$ cat src/pkg/twi_status_defs.svh
// offsets, field positions, reset values and timing counts of the two-wire status block
`ifndef TWI_STATUS_DEFS_SVH
`define TWI_STATUS_DEFS_SVH
`define TWI_CONTROL_OFS     8'hc0
`define TWI_STATUS_OFS     8'hc1
`define TWI_TIMEOUT_OFS    8'hc2
`define TWI_CONTROL_RST    8'h00
`define TWI_TIMEOUT_RST    8'h00
`define CTL_HOLDEXT_BIT    7
`define CTL_BUSEN_BIT      6
`define CTL_BEGIN_BIT      5
`define CTL_HALT_BIT       4
`define CTL_EVENT_BIT      3
`define CTL_ACK_BIT        2
`define CTL_SWAP_BIT       0
`define TO_ENABLE_BIT      0
`define TO_PRESCALE_LSB    1
`define TO_FLAG_BIT        7
`define TO_WIDTH           14
`define HOLD_EXT_CLKS      4'h8
`define UNJAM_HALF_CLKS    6'h14
`define ST_BUS_ERROR       8'h00
`define ST_START           8'h08
`define ST_RESTART         8'h10
`define ST_MT_ADDR_ACK     8'h18
`define ST_MT_ADDR_NACK    8'h20
`define ST_MT_DATA_ACK     8'h28
`define ST_MT_DATA_NACK    8'h30
`define ST_ARB_LOST        8'h38
`define ST_MR_ADDR_ACK     8'h40
`define ST_MR_ADDR_NACK    8'h48
`define ST_MR_DATA_ACK     8'h50
`define ST_MR_DATA_NACK    8'h58
`define ST_SR_ADDR_ACK     8'h60
`define ST_SR_ARB_LOST     8'h68
`define ST_GC_ADDR_ACK     8'h70
`define ST_GC_ARB_LOST     8'h78
`define ST_SR_DATA_ACK     8'h80
`define ST_SR_DATA_NACK    8'h88
`define ST_GC_DATA_ACK     8'h90
`define ST_GC_DATA_NACK    8'h98
`define ST_ST_STOP         8'ha0
`define ST_ST_ADDR_ACK     8'ha8
`define ST_ST_ARB_LOST     8'hb0
`define ST_ST_DATA_ACK     8'hb8
`define ST_ST_DATA_NACK    8'hc0
`define ST_ST_LAST_ACK     8'hc8
`define ST_IDLE            8'hf8
`endif

$ cat src/pkg/twi_status_pkg.sv
// types of the two-wire status block
package twi_status_pkg;
   typedef enum logic [3:0] {
      ST_OFF     = 4'b0001,
      ST_READY   = 4'b0010,
      ST_UNJAM   = 4'b0100,
      ST_BUSERR  = 4'b1000
   } phase_t;

   typedef struct packed {
      phase_t      phase;
      logic [7:0]  control;
      logic [7:0]  status;
      logic [2:0]  toCfg;
      logic        toFlag;
      logic [13:0] toCount;
      logic [7:0]  toPre;
      logic [7:0]  rdata;
      logic [1:0]  sdaSync;
      logic [1:0]  sclSync;
      logic        sdaPrev;
      logic        sclPrev;
      logic [3:0]  bitCnt;
      logic        frame;
      logic        master;
      logic [5:0]  pulseDiv;
      logic        pulseLow;
      logic [3:0]  holdCnt;
      logic        sdaDrive;
   } state_t;
endpackage

$ cat src/verilog/twi_status_error_timeout.sv
// status, bus-error, unjam and time-out logic of the two-wire serial port
`timescale 1ns/100ps
`include "twi_status_defs.svh"

module twi_status_error_timeout
   import twi_status_pkg::*;
(
   input  wire logic       clk,             // system clock, 250 MHz
   input  wire logic       resetn,          // asynchronous reset, active low
   input  wire logic [7:0] regAddr,         // register address
   input  wire logic [7:0] regWdata,        // register write data
   input  wire logic       regWrite,        // write strobe
   input  wire logic       regRead,         // read strobe
   output logic      [7:0] regRdata,        // read data, cycle after the strobe
   input  wire logic       portIrqMaskBit,  // port interrupt mask
   input  wire logic       globalIrqEnable, // global interrupt enable
   output logic            irqReq,          // shared interrupt request
   input  wire logic       statusValid,     // protocol engine reports a new status
   input  wire logic [7:0] statusIn,        // status code from protocol engine
   input  wire logic       masterMode,      // protocol engine owns the bus as master
   input  wire logic       startReq,        // engine wants a START or repeated START
   output logic            startDone,       // pulse: START placed after recovery
   input  wire logic       engineSdaOe,     // engine pulls data low
   input  wire logic       engineSclOe,     // engine pulls clock low
   input  wire logic       pinAIn,          // pad A level
   output logic            pinAOut,         // pad A output, always 0
   output logic            pinAOe,          // pad A pull-low enable
   input  wire logic       pinBIn,          // pad B level
   output logic            pinBOut,         // pad B output, always 0
   output logic            pinBOe           // pad B pull-low enable
);
   state_t r;
   state_t next_r;

   logic sda;
   logic scl;
   logic sdaFall;
   logic sdaRise;
   logic sclRise;
   logic startSeen;
   logic stopSeen;
   logic eventFlag;
   logic enabled;
   logic sdaWant;
   logic sclWant;
   logic toTick;
   logic errHit;

   assign sda       = r.sdaSync[1];
   assign scl       = r.sclSync[1];
   assign sdaFall   = r.sdaPrev & ~sda;
   assign sdaRise   = ~r.sdaPrev & sda;
   assign sclRise   = ~r.sclPrev & scl;
   assign startSeen = sdaFall & scl & r.sclPrev;
   assign stopSeen  = sdaRise & scl & r.sclPrev;
   assign eventFlag = r.control[`CTL_EVENT_BIT];
   assign enabled   = r.control[`CTL_BUSEN_BIT];
   assign toTick    = (r.toPre == 8'h00);
   assign errHit    = r.frame & (r.bitCnt >= 4'h2) & (r.bitCnt <= 4'h8) &
                      (startSeen | stopSeen);

   always_comb begin
      next_r = r;
      next_r.rdata = 8'h00;
      startDone = 1'b0;
      // pin swap is applied at the synchroniser input so all logic sees one view
      next_r.sdaSync = {r.sdaSync[0], r.control[`CTL_SWAP_BIT] ? pinBIn : pinAIn};
      next_r.sclSync = {r.sclSync[0], r.control[`CTL_SWAP_BIT] ? pinAIn : pinBIn};
      next_r.sdaPrev = sda;
      next_r.sclPrev = scl;

      // register writes
      if (regWrite) begin
         if (regAddr == `TWI_CONTROL_OFS) begin
            next_r.control = regWdata & 8'hfd;
            // software may only clear the event flag; hardware sets it
            next_r.control[`CTL_EVENT_BIT] = eventFlag & regWdata[`CTL_EVENT_BIT];
         end else if (regAddr == `TWI_TIMEOUT_OFS) begin
            next_r.toCfg  = regWdata[2:0];
            next_r.toFlag = r.toFlag & regWdata[`TO_FLAG_BIT];
         end
      end
      if (regRead) begin
         if (regAddr == `TWI_CONTROL_OFS) begin
            next_r.rdata = r.control;
         end else if (regAddr == `TWI_STATUS_OFS) begin
            next_r.rdata = r.status;
         end else if (regAddr == `TWI_TIMEOUT_OFS) begin
            next_r.rdata = {r.toFlag, 4'h0, r.toCfg};
         end
      end

      // bit position inside a byte, for bus error detection
      if (startSeen | stopSeen) begin
         next_r.frame  = startSeen;
         next_r.bitCnt = 4'h0;
      end else if (sclRise & r.frame) begin
         next_r.bitCnt = (r.bitCnt == 4'h8) ? 4'h0 : r.bitCnt + 4'h1;
      end
      next_r.master = masterMode;

      // halt request self-clears on STOP seen as master
      if (stopSeen & r.master) begin
         next_r.control[`CTL_HALT_BIT] = 1'b0;
      end

      // hold extension counter, restarted on each falling clock edge
      if (r.sclPrev & ~scl & r.control[`CTL_HOLDEXT_BIT]) begin
         next_r.holdCnt = `HOLD_EXT_CLKS;
      end else if (r.holdCnt != 4'h0) begin
         next_r.holdCnt = r.holdCnt - 4'h1;
      end
      if (r.holdCnt == 4'h0) begin
         next_r.sdaDrive = engineSdaOe;
      end

      case (r.phase)
         ST_OFF: begin
            next_r.status = `ST_IDLE;
            if (enabled) begin
               next_r.phase = ST_READY;
            end
         end
         ST_READY: begin
            if (statusValid) begin
               next_r.status = statusIn;
               next_r.control[`CTL_EVENT_BIT] = (statusIn != `ST_IDLE);
            end
            if (errHit) begin
               next_r.phase  = ST_BUSERR;
               next_r.status = `ST_BUS_ERROR;
               next_r.control[`CTL_EVENT_BIT] = 1'b1;
               next_r.frame  = 1'b0;
            end else if (startReq & ~sda & scl & ~eventFlag) begin
               next_r.phase    = ST_UNJAM;
               next_r.pulseDiv = `UNJAM_HALF_CLKS;
               next_r.pulseLow = 1'b1;
            end
         end
         ST_UNJAM: begin
            if (r.pulseDiv == 6'h00) begin
               next_r.pulseDiv = `UNJAM_HALF_CLKS;
               next_r.pulseLow = ~r.pulseLow;
               if (~r.pulseLow & sda) begin
                  // released: a START follows, reported as 08 even for a repeat
                  next_r.phase  = ST_READY;
                  // the START placed here opens a new frame at bit zero, so the
                  // recovery pulses are not taken as bits of the next byte
                  next_r.frame  = 1'b1;
                  next_r.bitCnt = 4'h0;
                  next_r.status = `ST_START;
                  next_r.control[`CTL_EVENT_BIT] = 1'b1;
                  next_r.pulseLow = 1'b0;
                  startDone = 1'b1;
               end
            end else begin
               next_r.pulseDiv = r.pulseDiv - 6'h01;
            end
         end
         ST_BUSERR: begin
            if (r.control[`CTL_HALT_BIT] & ~eventFlag) begin
               next_r.control[`CTL_HALT_BIT] = 1'b0;
               next_r.status = `ST_IDLE;
               next_r.phase  = ST_READY;
            end
         end
         default: begin
            next_r.phase = ST_OFF;
         end
      endcase
      if (~enabled) begin
         next_r.phase = ST_OFF;
         next_r.frame = 1'b0;
      end

      // time-out counter on a prescaled system clock
      next_r.toPre = toTick ? {r.toCfg[2:1], 6'h00} >> 6 : r.toPre - 8'h01;
      if (~r.toCfg[`TO_ENABLE_BIT] | eventFlag) begin
         next_r.toCount = 14'h0000;
      end else if (toTick) begin
         next_r.toCount = r.toCount + 14'h0001;
         if (r.toCount == 14'h3fff) begin
            next_r.toFlag = 1'b1;
         end
      end
   end

   always_ff @(posedge clk or negedge resetn) begin
      if (!resetn) begin
         r          <= '0;
         r.phase    <= ST_OFF;
         r.control  <= `TWI_CONTROL_RST;
         r.status   <= `ST_IDLE;
         r.sdaSync  <= 2'b11;
         r.sclSync  <= 2'b11;
         r.sdaPrev  <= 1'b1;
         r.sclPrev  <= 1'b1;
      end else begin
         r <= next_r;
      end
   end

   // bus error releases both lines; event flag holds clock low in the ready phase
   always_comb begin
      sdaWant = 1'b0;
      sclWant = 1'b0;
      if (r.phase == ST_READY) begin
         sdaWant = r.sdaDrive;
         sclWant = engineSclOe | eventFlag;
      end else if (r.phase == ST_UNJAM) begin
         sclWant = r.pulseLow;
      end
   end

   assign pinAOut  = 1'b0;
   assign pinBOut  = 1'b0;
   assign pinAOe   = r.control[`CTL_SWAP_BIT] ? sclWant : sdaWant;
   assign pinBOe   = r.control[`CTL_SWAP_BIT] ? sdaWant : sclWant;
   assign regRdata = r.rdata;
   assign irqReq   = (eventFlag | r.toFlag) & portIrqMaskBit & globalIrqEnable;
endmodule
$ cat config.mk
export PLATFORM = sky130hd
export DESIGN_NAME = twi_status_error_timeout
export DESIGN_NICKNAME = d
export VERILOG_FILES = /design/src/pkg/twi_status_pkg.sv /design/src/verilog/twi_status_error_timeout.sv
export VERILOG_INCLUDE_DIRS = /design/src /design/src/pkg
export SDC_FILE = /design/constraint.sdc
export NUM_CORES = 1
export LEC_CHECK = 0
export ABC_CLOCK_PERIOD_IN_PS = 3500
export BUFFER_PORTS_ARGS = -buffer_cell sky130_fd_sc_hd__buf_2
export CAP_MARGIN = 20
export CORE_MARGIN = 2
export CORE_UTILIZATION = 25
export CTS_CLUSTER_DIAMETER = 100
export DETAILED_ROUTE_END_ITERATION = 6
export PLACE_DENSITY = 0.4
export SLEW_MARGIN = 20
export SYNTH_ARGS = -nofsm -noshare
export SYNTH_HDL_FRONTEND = slang
export SYNTH_SLANG_ARGS = --single-unit
$ cat constraint.sdc
create_clock -name clk -period 3.5 [get_ports clk]
set_clock_uncertainty 0.2 [all_clocks]
set_input_delay 1.05 -clock clk [delete_from_list [all_inputs] [get_ports clk]]
set_output_delay 1.05 -clock clk [all_outputs]
set_load 0.05 [all_outputs]
# After elaboration in Yosys (flattened, before gate mapping)
# Index checks and enable logic that the tools add are counted.
totals:
  reg_bits: 77
  elab_cells: 159
  out_inout_bits: 14
op_classes:
  n_bitwise: 35
  muxes: 63
  magnitude_cmp: 2
  eq_ne: 20
  add_sub_neg: 5
  n_reduce_logical: 14
ops:
  columns: ["op", "count"]
  rows:
  - ["8-bit two-way mux", 10]
  - ["4-bit two-way mux", 12]
  - ["8-bit case mux with 4 select lines", 1]
  - ["1-bit two-way mux", 27]
  - ["8-bit == test (second input constant)", 3]
  - ["1-bit AND", 23]
  - ["5-bit two-way mux", 4]
  - ["4-bit case mux with 4 select lines", 1]
  - ["15-bit two-way mux", 1]
  - ["14-bit by 1-bit adder with 14-bit output (second input constant)", 1]
  - ["14-bit == test (second input constant)", 1]
  - ["14-bit two-way mux", 1]
  - ["7-bit two-way mux", 2]
  - ["7-bit case mux with 2 select lines", 1]
  - ["3-bit inequality test (second input constant)", 4]
  - ["2-bit inequality test (second input constant)", 5]
  - ["4-bit == test (second input constant)", 2]
  - ["8-bit logical NOT", 1]
  - ["8-bit inequality test (second input constant)", 1]
  - ["1-bit inverter", 8]
  - ["4-bit AND reduction", 2]
  - ["4-bit nonzero test", 2]
  - ["8-bit by 1-bit subtractor with 8-bit output (second input constant)", 1]
  - ["6-bit logical NOT", 1]
  - ["17 further kinds", 24]

# Depth between registers and ports, before layout
# Gate-level depths: netlist of run 1.
depth:
  ltp_word: 10
  ltp_mapped: 9

# Worst setup path after synthesis of run 1
# Ideal clock, no wire load.
synth_path:
  kind: "register -> output"
  startpoint: "register r[75] in the netlist's numbering"
  endpoint: "output pinAOe"
  setup_slack_ns: -0.110
  path_buffers: 1
  stages_incl_launch_ff: 7
  t_arrival_ns: 2.360
  required_time_ns: 2.250
  cell_sequence: "dfrtp_1 -> inv_1 -> or4_1 -> clkbuf_1 -> nor2_1 -> a21oi_1 -> o21ai_0"
synth_via:
  elab_chain_cells: 4
  elab_cells_between_ends: 6
  classes_between: "eq/ne: 2; mux: 4"
synth_rtl:
  columns: ["item", "line_no", "rtl"]
  rows:
  - ["start, declared", "twi_status_error_timeout.sv:32", "state_t r;"]
  - ["start signal, assigned", "twi_status_error_timeout.sv:199", "r <= next_r;"]
  - ["4-bit by 3-bit == test with 1-bit output", "twi_status_error_timeout.sv:210", "end else if (r.phase == ST_UNJAM) begin"]
  - ["1-bit two-way mux", "twi_status_error_timeout.sv:210", null]
  - ["1-bit two-way mux", "twi_status_error_timeout.sv:207", "if (r.phase == ST_READY) begin"]
  - ["1-bit two-way mux *", "twi_status_error_timeout.sv:217", "assign pinAOe = r.control[`CTL_SWAP_BIT] ? sclWant : sdaWant;"]
  - ["end, declared", "twi_status_error_timeout.sv:27", "output logic pinAOe,"]
# Every way passes the cells marked *; elsewhere a longest branch is shown, timed or not.

# Final worst setup path of run 1
layout_path:
  startpoint: "register r[75] in the netlist's numbering"
  endpoint: "output pinBOe"
layout_via:
  elab_chain_cells: 4
  elab_cells_between_ends: 6
  classes_between: "eq/ne: 2; mux: 4"
layout_rtl:
  columns: ["item", "line_no", "rtl"]
  rows:
  - ["4-bit by 3-bit == test with 1-bit output", "twi_status_error_timeout.sv:210", null]
  - ["1-bit two-way mux", "twi_status_error_timeout.sv:210", null]
  - ["1-bit two-way mux", "twi_status_error_timeout.sv:207", null]
  - ["1-bit two-way mux *", "twi_status_error_timeout.sv:218", "assign pinBOe = r.control[`CTL_SWAP_BIT] ? sdaWant : sclWant;"]
  - ["end, declared", "twi_status_error_timeout.sv:30", "output logic pinBOe"]
# Marks and branches as above.

==> out/results.tsv, run 1 <==
stage	metric	value	unit
status	status	finished, final reports clean	
sta	RSZ-0062 raised after global routing	false	
floorplanning	initial core utilization	25.52	%
global_routing	first-pass GRT wire length	14.56	mm
cts	H-tree levels	3	
critical_path	WP data required	2.25	ns
synthesis	Synth cell types	53	
drt	drt pass-1 iters	4	
critical_path	CP startpoint kind	register	
sta	Final Hold Violating Endpoints	0	
synthesis	Seq/Total Area, Yosys	50.24	%
cts	CTS Buffer Depth	2	
power	Clk pwr share	41.7	%
cts	latest clock arrival within the worst-skew pair	0.34	ns
power	Power Dens Cells	527.4	nW/um2
floorplanning	die area	16470	um2
sta	Achievable Freq	299.7	MHz
synthesis	predominant post-synthesis flop cell	dfrtp_1	
drt	DRC	0	
sta	Hold Slack	0.1560	ns
placement	Placer Congestion	0.7707	
synthesis	largest family of logic cells by synthesized area	simple AND/OR/NAND/NOR gates	
synthesis	Post-Synth Adder-Cell Area	2.590	%
global_routing	largest net degree at the start of global routing	41	
global_routing	GRT Util Overall	11.58	%
sta	Worst-Margin Slew	0.6534	ns
power	static leakage	2.028	nW
critical_path	critical path type	register to output port	
power	Internal	1.799	mW
synthesis	number of flops mapped to enable cells by yosys	0	
synthesis	mapped cell area	3865	um2
final_layout	n_diodes	0	
cts	Clock Tree Root	clkbuf_16	
final_layout	commonest non-fill, non-tap cell in the layout	dfrtp_1	
final_layout	most frequent cells in the layout	65 x dfrtp_1, 51 x nor2_1, 46 x buf_2, 24 x nand2_1, 23 x a21oi_1	
floorplanning	# IOs	51	
final_layout	fraction of layout cells with a size suffix above 1	24.77	%
drt	Met2 Routed Length	3.953	mm
power	VDD IR max	0.2131	mV
power	Sw Ratio	26.64	%
power	Seq pwr share	43.9	%
sta	setup TNS	0	ns
cts	CTS tree	yes	
sta	final period utilization	95.33	%
floorplanning	DIE WIDTH	128.3	um
drt	M1 WL	4.484	mm
critical_path	Max FO, Critical Path	7	
power	Logic pwr share	14.4	%
cts	CTS Buf Count	9	
cts	Clk pin slew, worst setup/hold paths	0.06	ns
synthesis	Syn Inst Count	381	
drt	detailed-route via count	2901	
drt	WL final	9.014	mm
drt	metal3 WL	465	um
synthesis	register bit count reported by yosys	77	
synthesis	post-synthesis compound-gate area fraction	12.92	%
global_routing	number of antenna violations at the first check in global routing	0	
cts	CTS Sinks	77	
sta	clock period minus worst slack	3.337	ns
floorplanning	row cnt	45	
drt	WL/cell	14.45	um
floorplanning	core area	15150	um2
placement	PortBufs	48	
placement	DP HPWL	6.609	mm
synthesis	Post-Synth Simple-Gate Area	19.75	%
synthesis	post-synthesis mux area share	6.604	%
drt	1st-iter DRT viols	111	
synthesis	YS warnings	0	
floorplanning	chip height	128.3	um
synthesis	XOR/XNOR Fraction of Synth Area	3.399	%
synthesis	async set-reset flop share out of synthesis	100.0	%
power	Psw	653.5	uW
final_layout	Area Overhead vs Synth	20.33	%
sta	Slew Limit Headroom	55.98	%
critical_path	critical path arrival	2.09	ns
final_layout	fin nets	476	
sta	final setup fails	0	
drt	via/cell ratio	4.649	
critical_path	CP endpoint kind	output port	
global_routing	vias in the first global route	2814	
drt	uppermost routed layer	met4	
run	max cap viols	0	
global_routing	GR Overflow Total	0	
min_path	HP Class	register to register	
sta	fin. max-slew vios	0	
drt	Antenna Nets Post-Route	0	
synthesis	synthesized area per cell	10.14	um2
[state kept, by name (all words and copies together), names as in the netlist]
register,flops
regRdata,8
enabled,1
next_r,4
eventFlag,1
r,63
[Yosys cell counts (all sizes together) (3+ instances only)]
master | instances | area share, %
nor3 | 9 | 1.4
o31ai | 4 | 0.78
nor4bb | 3 | 0.78
a21oi | 23 | 3.0
and3 | 5 | 0.81
nor2b | 3 | 0.49
nand4 | 4 | 0.65
o21ai | 22 | 2.8
nand3 | 6 | 0.78
dfrtp | 65 | 42
mux2i | 12 | 3.1
nand2 | 24 | 2.3
mux2 | 12 | 3.5
inv | 17 | 1.7
a211oi | 4 | 0.78
nor2 | 51 | 5.0
buf | 12 | 2.2
nand2b | 4 | 0.65
nor3b | 4 | 0.78
o221a | 4 | 1.2
dfstp | 12 | 8.2
clkbuf | 6 | 0.58
xor2 | 6 | 1.4
xnor2 | 9 | 2.0
or3 | 7 | 1.1
o21a | 4 | 0.78
or4 | 5 | 1.1
a32o | 4 | 1.0
a31oi | 4 | 0.65
ha | 8 | 2.6
nor4 | 6 | 1.1
[metal layers]
layer	global-route usage, %	vias up
met2	17.96	53
met5	0	-
met4	3.297	0
li1	-	1459
met3	4.366	8
met1	15.17	1381
[final cells by class]
type / count / area [um2]
Multi-Input combinational cell: 270 / 1767
Clock inverter: 5 / 82.58
Inverter: 17 / 63.81
Clock buffer: 11 / 242.7
Timing Repair Buffer: 56 / 317.8
Fill cell: 1541 / 10500
Tap cell: 188 / 235.2
Sequential cell: 77 / 1942
[metrics by stage]
step | setup slack [ns] | util, % | total power, mW | area, um2 | cells
floorplan | 0.1888 | - | 1.330 | 3869 | 382
global route | 0.02356 | 30.71 | 2.598 | 4651 | 624
CTS | 0.01017 | 30.62 | 2.503 | 4638 | 624
finish | 0.1634 | 30.71 | 2.453 | 4651 | 624
global placement | 0.2862 | 28.48 | 1.437 | 4313 | 608
detailed placement | 0.2989 | 28.48 | 1.449 | 4313 | 608
[worst paths after layout]
check | end | slack (ns) | startpoint | depth (start not counted)
max in group asynchronous | r[74] | 1.94 | resetn | 2
hold / removal | next_r[18] | 0.16 | next_r[21] | 0
setup / recovery | pinBOe | 0.16 | r[75] | 6
hold reg to reg | next_r[18] | 0.16 | next_r[21] | 0
min in group asynchronous | r[37] | 0.49 | resetn | 1
setup reg to reg | r[51] | 0.91 | r[32] | 6
[cell families after synthesis]
family | Yosys count
xor gates and xnor gates | 15
adders and majority gates | 8
DFF | 77
and+or+nand+nor | 143
muxes | 24
other | 1
buffers and inverters | 35
AOI/OAI and AO/OA | 78
[power groups by stage]
stage	clock (mW)	combinational (mW)	sequential (mW)
after floorplan	0	0.265	1.07
after global placement	0	0.347	1.09
after CTS	1.07	0.358	1.08
final	1.02	0.353	1.08
after detailed placement	0	0.356	1.09
after global routing	1.10	0.405	1.09
[what timing repair did]
item,CTS,global route
hold buffers,0,0
setup buffers,0,0
endpoints found under the hold margin,0,0
resized for setup,0,3
setup endpoints to repair,0,3
[critical path: stages (launching register included)]
cell and delay, ns:
dfrtp_1 0.38, inv_1 0.08, or4_4 0.60, nor2_1 0.16, a21oi_1 0.09, a21oi_1 0.16, buf_2 0.27
Note: power is estimated with default switching activity, not from simulation.
==> run 2: changes to the inputs <==
--- a/config.mk
+++ b/config.mk
@@ -13,7 +13,6 @@
 export CORE_UTILIZATION = 25
 export CTS_CLUSTER_DIAMETER = 100
 export DETAILED_ROUTE_END_ITERATION = 6
-export PLACE_DENSITY = 0.4
 export SLEW_MARGIN = 20
 export SYNTH_ARGS = -nofsm -noshare
 export SYNTH_HDL_FRONTEND = slang
==> out/results.tsv, run 2 (synthesized netlist as in run 1, its figures left out) <==
stage	metric	value	unit	change
global_routing	GRT Util Overall	10.49	%	was 11.58%
cts	CTS Buffer Depth	2		unchanged
critical_path	slowest CP cell	dfrtp_1		was or4_4
critical_path	family with the most delay on the worst path	simple AND/OR/NAND/NOR gates		unchanged
placement	DP HPWL	6.273	mm	was 6.609 mm
drt	DRC	0		unchanged
drt	WL/cell	13.62	um	was 14.45 um
critical_path	critical path type	register to output port		unchanged
final_layout	Finished Cell Area	4562	um2	was 4651 um2
power	static leakage	1.993	nW	was 2.028 nW
sta	Final Hold Violating Endpoints	0		unchanged
cts	CTS Sinks	77		unchanged
global_routing	first-pass GRT wire length	13.57	mm	was 14.56 mm
power	Sw Ratio	27.22	%	was 26.64%
floorplanning	DIE WIDTH	128.3	um	unchanged
sta	final setup fails	0		unchanged
drt	Antenna Nets Post-Route	0		unchanged
power	Seq pwr share	47.2	%	was 43.9%
sta	fin. max-slew vios	0		unchanged
cts	H-tree levels	3		unchanged
floorplanning	initial core utilization	25.52	%	unchanged
power	Clk pwr share	37.5	%	was 41.7%
sta	final period utilization	94.69	%	was 95.33%
critical_path	crit-path max cell delay	0.41	ns	was 0.60 ns
sta	Slew Limit Headroom	37.19	%	was 55.98%
critical_path	CP endpoint kind	output port		unchanged
final_layout	fin nets	473		was 476
final_layout	n_diodes	0		unchanged
power	VDD IR max	0.2475	mV	was 0.2131 mV
cts	CTS Buf Count	9		unchanged
sta	setup TNS	0	ns	unchanged
global_routing	GR Overflow Total	0		unchanged
final_layout	commonest non-fill, non-tap cell in the layout	dfrtp_1		unchanged
drt	1st-iter DRT viols	158		was 111
final_layout	flip-flop count of the largest register after layout	63		unchanged
drt	drt pass-1 iters	4		unchanged
final_layout	area of the multi-input gates	1760	um2	was 1767 um2
power	Psw	621.4	uW	was 653.5 uW
final_layout	largest register by flop count	r		unchanged
placement	Placed Area	4278	um2	was 4313 um2
critical_path	Max FO, Critical Path	5		was 7
cts	Clock Tree Root	clkbuf_16		unchanged
min_path	HP Class	register to register		unchanged
cts	latest clock arrival within the worst-skew pair	0.33	ns	was 0.34 ns
power	Logic pwr share	15.3	%	was 14.4%
final_layout	Area Overhead vs Synth	18.03	%	was 20.33%
critical_path	WP data required	2.25	ns	about the same
floorplanning	chip height	128.3	um	unchanged
critical_path	CP startpoint kind	register		unchanged
sta	Achievable Freq	301.7	MHz	was 299.7 MHz
floorplanning	core area	15150	um2	unchanged
final_layout	Layout fillers	1548		was 1541
critical_path	crit-path cells	inv_1, ha_1, nor4bb_1, and3_1, buf_2		was inv_1, or4_4, nor2_1, a21oi_1, a21oi_1, buf_2
power	Power Dens Cells	500.4	nW/um2	was 527.4 nW/um2
sta	clock period minus worst slack	3.314	ns	was 3.337 ns
power	Internal	1.661	mW	was 1.799 mW
global_routing	number of antenna violations at the first check in global routing	0		unchanged
cts	Clk pin slew, worst setup/hold paths	0.05	ns	was 0.06 ns
status	status	finished, final reports clean		unchanged
critical_path	Crit path buffers/inverters	2		unchanged
floorplanning	die area	16470	um2	unchanged
placement	Placer Congestion	0.7777		was 0.7707
sta	Worst-Margin Slew	0.9422	ns	was 0.6534 ns
placement	PortBufs	48		unchanged
global_routing	largest net degree at the start of global routing	78		was 41
floorplanning	row cnt	45		unchanged
sta	RSZ-0062 raised after global routing	false		unchanged
final_layout	most frequent cells in the layout	65 x dfrtp_1, 51 x nor2_1, 46 x buf_2, 24 x nand2_1, 23 x a21oi_1		unchanged
final_layout	fraction of layout cells with a size suffix above 1	24.25	%	was 24.77%
drt	detailed-route via count	2953		was 2901
cts	CTS tree	yes		unchanged
run	max cap viols	0		unchanged
drt	via/cell ratio	4.755		was 4.649
drt	WL final	8.459	mm	was 9.014 mm
cts	hold_buf cts	0		unchanged
global_routing	vias in the first global route	2816		was 2814
floorplanning	# IOs	51		unchanged
cts	Post-CTS Setup Bufs	0		unchanged
critical_path	critical path arrival	2.06	ns	was 2.09 ns
final_layout	Sequential cell area	1942	um2	unchanged
run 2: changes by cell type in the layout (fill, tap and decap cells not counted), sizes merged:
cell / previous run / this run
buf: 55 / 52
inv: 18 / 17
bufinv: 2 / 0
clkinv: 2 / 5
run 2: layer usage:
layer	part of all wire (%)	routed length [um]	track usage, %	vias to the layer above
li1	-	-	-	1446
met1	49	4120	14.21	1438
met2	45	3766	15.93	57
met3	4.6	392	2.786	12
met4	2.1	180	4.331	0
met5	0	0	0	-
run 2: per-stage QoR:
stage	std cells	setup WS (ns)	hold slack, ns	power (mW)	utilization (%)
after floorplan	382	0.1888	0.1452	1.330	-
after global placement	605	0.2857	0.1478	1.416	28.24
after detailed placement	605	0.2814	0.1487	1.441	28.24
after CTS	621	0.04028	0.1567	2.316	30.08
after global routing	621	0.04665	0.1557	2.402	30.12
final	621	0.1857	0.1567	2.283	30.12
run 2: what timing repair did:
action / in CTS / in global routing
endpoints found under the hold margin: 0 / 0
endpoints found under the setup margin: 0 / 2
gates resized for setup: 0 / 2
run 2: final timing paths:
| check | start | to | slack (ns) | cells after the start |
|---|---|---|---|---|
| max in group asynchronous | resetn | r[42] | 1.83 | 1 |
| worst max register to register | r[32] | r[49] | 0.89 | 6 |
| worst min register to register | next_r[21] | next_r[18] | 0.16 | 0 |
| worst min-delay path | next_r[21] | next_r[18] | 0.16 | 0 |
| worst max-delay path | r[6] | startDone | 0.19 | 5 |
| min in group asynchronous | resetn | enabled | 0.67 | 1 |
run 2: power groups by stage:
stage | clock network [mW] | registers (mW) | logic (mW)
after floorplan | 0 | 1.07 | 0.265
after global placement | 0 | 1.08 | 0.333
after detailed placement | 0 | 1.09 | 0.351
after CTS | 0.888 | 1.08 | 0.352
after global routing | 0.916 | 1.09 | 0.396
final | 0.857 | 1.08 | 0.349
run 2: area by class of cell:
class                      instances  share of cell area (%)
multi-input combinational        270                   38.59
clock inverter                     5                  0.5485
timing repair buffer              53                   6.199
tap                              188                   5.156
sequential                        77                   42.57
inverter                          17                   1.399
clock buffer                      11                   5.540
==> run 3: changes to the inputs <==
--- a/config.mk
+++ b/config.mk
@@ -6,6 +6,7 @@
 export SDC_FILE = /design/constraint.sdc
 export NUM_CORES = 1
 export LEC_CHECK = 0
+export ABC_AREA = 1
 export ABC_CLOCK_PERIOD_IN_PS = 3500
 export BUFFER_PORTS_ARGS = -buffer_cell sky130_fd_sc_hd__buf_2
 export CAP_MARGIN = 20
==> out/results.tsv, run 3 <==
stage	metric	value	unit	change
status	status	finished, final reports clean		unchanged
cts	Post-CTS Setup Bufs	0		unchanged
cts	CTS Buffer Depth	2		unchanged
cts	post_cts resized	0		unchanged
synthesis	Syn Inst Count	513		was 381
drt	metal3 WL	334	um	was 392 um
critical_path	critical path arrival	1.81	ns	was 2.06 ns
power	Seq pwr share	40.2	%	was 47.2%
synthesis	cell accounting for the most synthesized area	dfrtp_1		unchanged
synthesis	number of flops mapped to enable cells by yosys	0		unchanged
sta	setup TNS	0	ns	unchanged
drt	detailed-route via count	3396		was 2953
power	VDD IR max	0.2407	mV	was 0.2475 mV
final_layout	Finished Cell Area	4920	um2	was 4562 um2
synthesis	top cell type's share of synthesized area	39.05	%	was 42.08%
drt	Antenna Nets Post-Route	0		unchanged
floorplanning	row cnt	47		was 45
sta	Final Hold Violating Endpoints	0		unchanged
floorplanning	die area	17710	um2	was 16470 um2
cts	hold_buf cts	0		unchanged
sta	Worst-Margin Slew	0.5374	ns	was 0.9422 ns
placement	DP HPWL	7.281	mm	was 6.273 mm
final_layout	fraction of layout cells with a size suffix above 1	21.28	%	was 24.25%
synthesis	synthesized area per cell	8.119	um2	was 10.14 um2
critical_path	CP endpoint kind	output port		unchanged
floorplanning	core area	16410	um2	was 15150 um2
critical_path	WP data required	2.25	ns	about the same
power	Power Dens Cells	630.1	nW/um2	was 500.4 nW/um2
floorplanning	DIE WIDTH	133.1	um	was 128.3 um
sta	final setup fails	0		unchanged
drt	WL/cell	12.01	um	was 13.62 um
final_layout	Layout fillers	1713		was 1548
power	Clk pwr share	32.1	%	was 37.5%
synthesis	predominant post-synthesis flop cell	dfrtp_1		unchanged
drt	via/cell ratio	4.332		was 4.755
drt	DRC	0		unchanged
synthesis	mapped cell area	4165	um2	was 3865 um2
critical_path	crit-path cells	inv_1, nand2_2, nor2_8, inv_1, o21ai_1, inv_1, o21ai_1, buf_2		was inv_1, ha_1, nor4bb_1, and3_1, buf_2
global_routing	number of antenna violations at the first check in global routing	0		unchanged
synthesis	ranking of synthesized cells by area	dfrtp_1 39%, nand2_1 10%, dfstp_2 7.6%, inv_1 5.6%, nor2_1 5.0%		was dfrtp_1 42%, dfstp_2 8.2%, nor2_1 5.0%, mux2_2 3.5%, mux2i_1 3.1%
sta	Achievable Freq	326.6	MHz	was 301.7 MHz
cts	H-tree levels	3		unchanged
run	max cap viols	0		unchanged
sta	RSZ-0062 raised after global routing	false		unchanged
synthesis	register bit count reported by yosys	77		unchanged
critical_path	Crit path buffers/inverters	4		was 2
drt	1st-iter DRT viols	206		was 158
cts	latest clock arrival within the worst-skew pair	0.33	ns	about the same
drt	drt pass-1 iters	4		unchanged
synthesis	Post-synth top cells	111 x nand2_1, 65 x dfrtp_1, 62 x inv_1		was 65 x dfrtp_1, 51 x nor2_1, 24 x nand2_1
final_layout	commonest non-fill, non-tap cell in the layout	nand2_1		was dfrtp_1
drt	WL final	9.419	mm	was 8.459 mm
cts	Clock Tree Root	clkbuf_16		unchanged
global_routing	largest net degree at the start of global routing	42		was 78
final_layout	fin nets	604		was 473
critical_path	Crit path top cell by count	inv_1		
final_layout	flip-flop count of the largest register after layout	63		unchanged
critical_path	critical path type	register to output port		unchanged
cts	CTS Buf Count	9		unchanged
power	Internal	2.045	mW	was 1.661 mW
global_routing	vias in the first global route	3221		was 2816
cts	CTS Sinks	77		unchanged
placement	Placed Area	4603	um2	was 4278 um2
drt	uppermost routed layer	met4		unchanged
placement	PortBufs	48		unchanged
min_path	HP Class	register to register		unchanged
cts	CTS tree	yes		unchanged
critical_path	R2R Setup Slk	1.58	ns	was 0.89 ns
final_layout	most frequent cells in the layout	111 x nand2_1, 65 x dfrtp_1, 62 x inv_1, 55 x nor2_1, 47 x buf_2		was 65 x dfrtp_1, 51 x nor2_1, 46 x buf_2, 24 x nand2_1, 23 x a21oi_1
synthesis	top-count cell post-synth	nand2_1		was dfrtp_1
synthesis	Seq/Total Area, Yosys	46.62	%	was 50.24%
synthesis	YS warnings	0		unchanged
power	Sw Ratio	34.05	%	was 27.22%
global_routing	GR Overflow Total	0		unchanged
synthesis	Synth cell types	44		was 53
min_path	origin of the worst min-delay path	next_r[23]		was next_r[21]
critical_path	crit-path max cell delay	0.38	ns	was 0.41 ns
sta	clock period minus worst slack	3.062	ns	was 3.314 ns
cts	Clk pin slew, worst setup/hold paths	0.06	ns	was 0.05 ns
sta	final period utilization	87.48	%	was 94.69%
sta	fin. max-slew vios	0		unchanged
global_routing	first-pass GRT wire length	15.55	mm	was 13.57 mm
final_layout	largest register by flop count	r		unchanged
critical_path	Worst Setup SP	r[75]		was r[6]
final_layout	Area Overhead vs Synth	18.11	%	was 18.03%
floorplanning	# IOs	51		unchanged
floorplanning	chip height	133.1	um	was 128.3 um
critical_path	Max FO, Critical Path	9		was 5
power	static leakage	2.341	nW	was 1.993 nW
placement	Placer Congestion	0.8360		was 0.7777
power	Psw	1.056	mW	was 621.4 uW
sta	Slew Limit Headroom	64.17	%	was 37.19%
critical_path	CP startpoint kind	register		unchanged
final_layout	n_diodes	0		unchanged
global_routing	GRT Util Overall	11.06	%	was 10.49%
critical_path	R2R Path Start	r[76]		was r[32]
floorplanning	initial core utilization	25.39	%	was 25.52%
drt	Met2 Routed Length	4.477	mm	was 3.766 mm
critical_path	family with the most delay on the worst path	buffers and inverters		was simple AND/OR/NAND/NOR gates
drt	M1 WL	4.408	mm	was 4.120 mm
critical_path	slowest CP cell	dfrtp_1		unchanged
power	Logic pwr share	27.7	%	was 15.3%
synthesis	async set-reset flop share out of synthesis	100.0	%	unchanged
==> run 3: cell count changes after synthesis, moves of 6 or more <==
cell	delta
nand2_1	+87
xnor2_1	-7
nand3_1	+30
or3_1	-7
nand4_1	+6
inv_1	+45
mux2i_1	-12
nor2_2	+6
inv_2	+7
mux2_2	-11
nand2_2	+9
o21ai_1	+13
==> run 3: kinds of logic (layout without fill, tap and decap cells) <==
logic type / Yosys count / in the layout / share of synthesized area, %
mux: 1 / 1 / 0.2703
other cells: 1 / 2 / 0.09003
buf+inv: 86 / 136 / 9.072
compound gates: 78 / 78 / 10.48
xor+xnor: 8 / 8 / 1.682
fa+ha+maj: 8 / 8 / 2.403
simple gates: 254 / 254 / 29.38
flops: 77 / 77 / 46.62
==> run 3: power by group through the flow <==
stage | Clock, mW | Sequential, mW | Combinational [mW]
finish | 0.994 | 1.25 | 0.859
global route | 1.05 | 1.28 | 0.986
CTS | 1.01 | 1.25 | 0.870
detailed placement | 0 | 1.26 | 0.866
global placement | 0 | 1.26 | 0.855
floorplan | 0 | 1.23 | 0.711
==> run 3: area by class of cell <==
class / count / area (um2) / area share [%]
Timing Repair Buffer: 51 / 277.8 / 5.646
Multi-Input combinational cell: 351 / 1849 / 37.59
Inverter: 69 / 259.0 / 5.264
Sequential cell: 77 / 1942 / 39.47
Clock inverter: 6 / 87.58 / 1.780
Clock buffer: 10 / 229.0 / 4.654
Tap cell: 220 / 275.3 / 5.595
==> run 3: per-stage QoR <==
step	hold slack, ns	setup slack, ns	instances	power [mW]	utilization, %
finish	0.1576	0.4383	784	3.100	29.99
detailed placement	0.1475	0.5356	768	2.128	28.06
global route	0.1592	0.3169	784	3.314	29.99
global placement	0.1455	0.5481	768	2.113	28.06
CTS	0.1561	0.4269	784	3.133	29.99
floorplan	0.1452	0.3154	514	1.937	-
==> run 3: worst paths after layout <==
kind | end | depth (start not counted)
min reg2reg | next_r[19] | 0
max reg2reg | r[59] | 11
max | pinBOe | 8
max in group asynchronous | r[74] | 2
min in group asynchronous | r[39] | 1
min | next_r[19] | 0
==> run 3: per-layer routing <==
metal | up-vias | track usage, %
li1 | 1738 | -
met1 | 1595 | 13.99
met2 | 54 | 18.22
met3 | 9 | 2.031
met4 | 0 | 5.317
met5 | - | 0
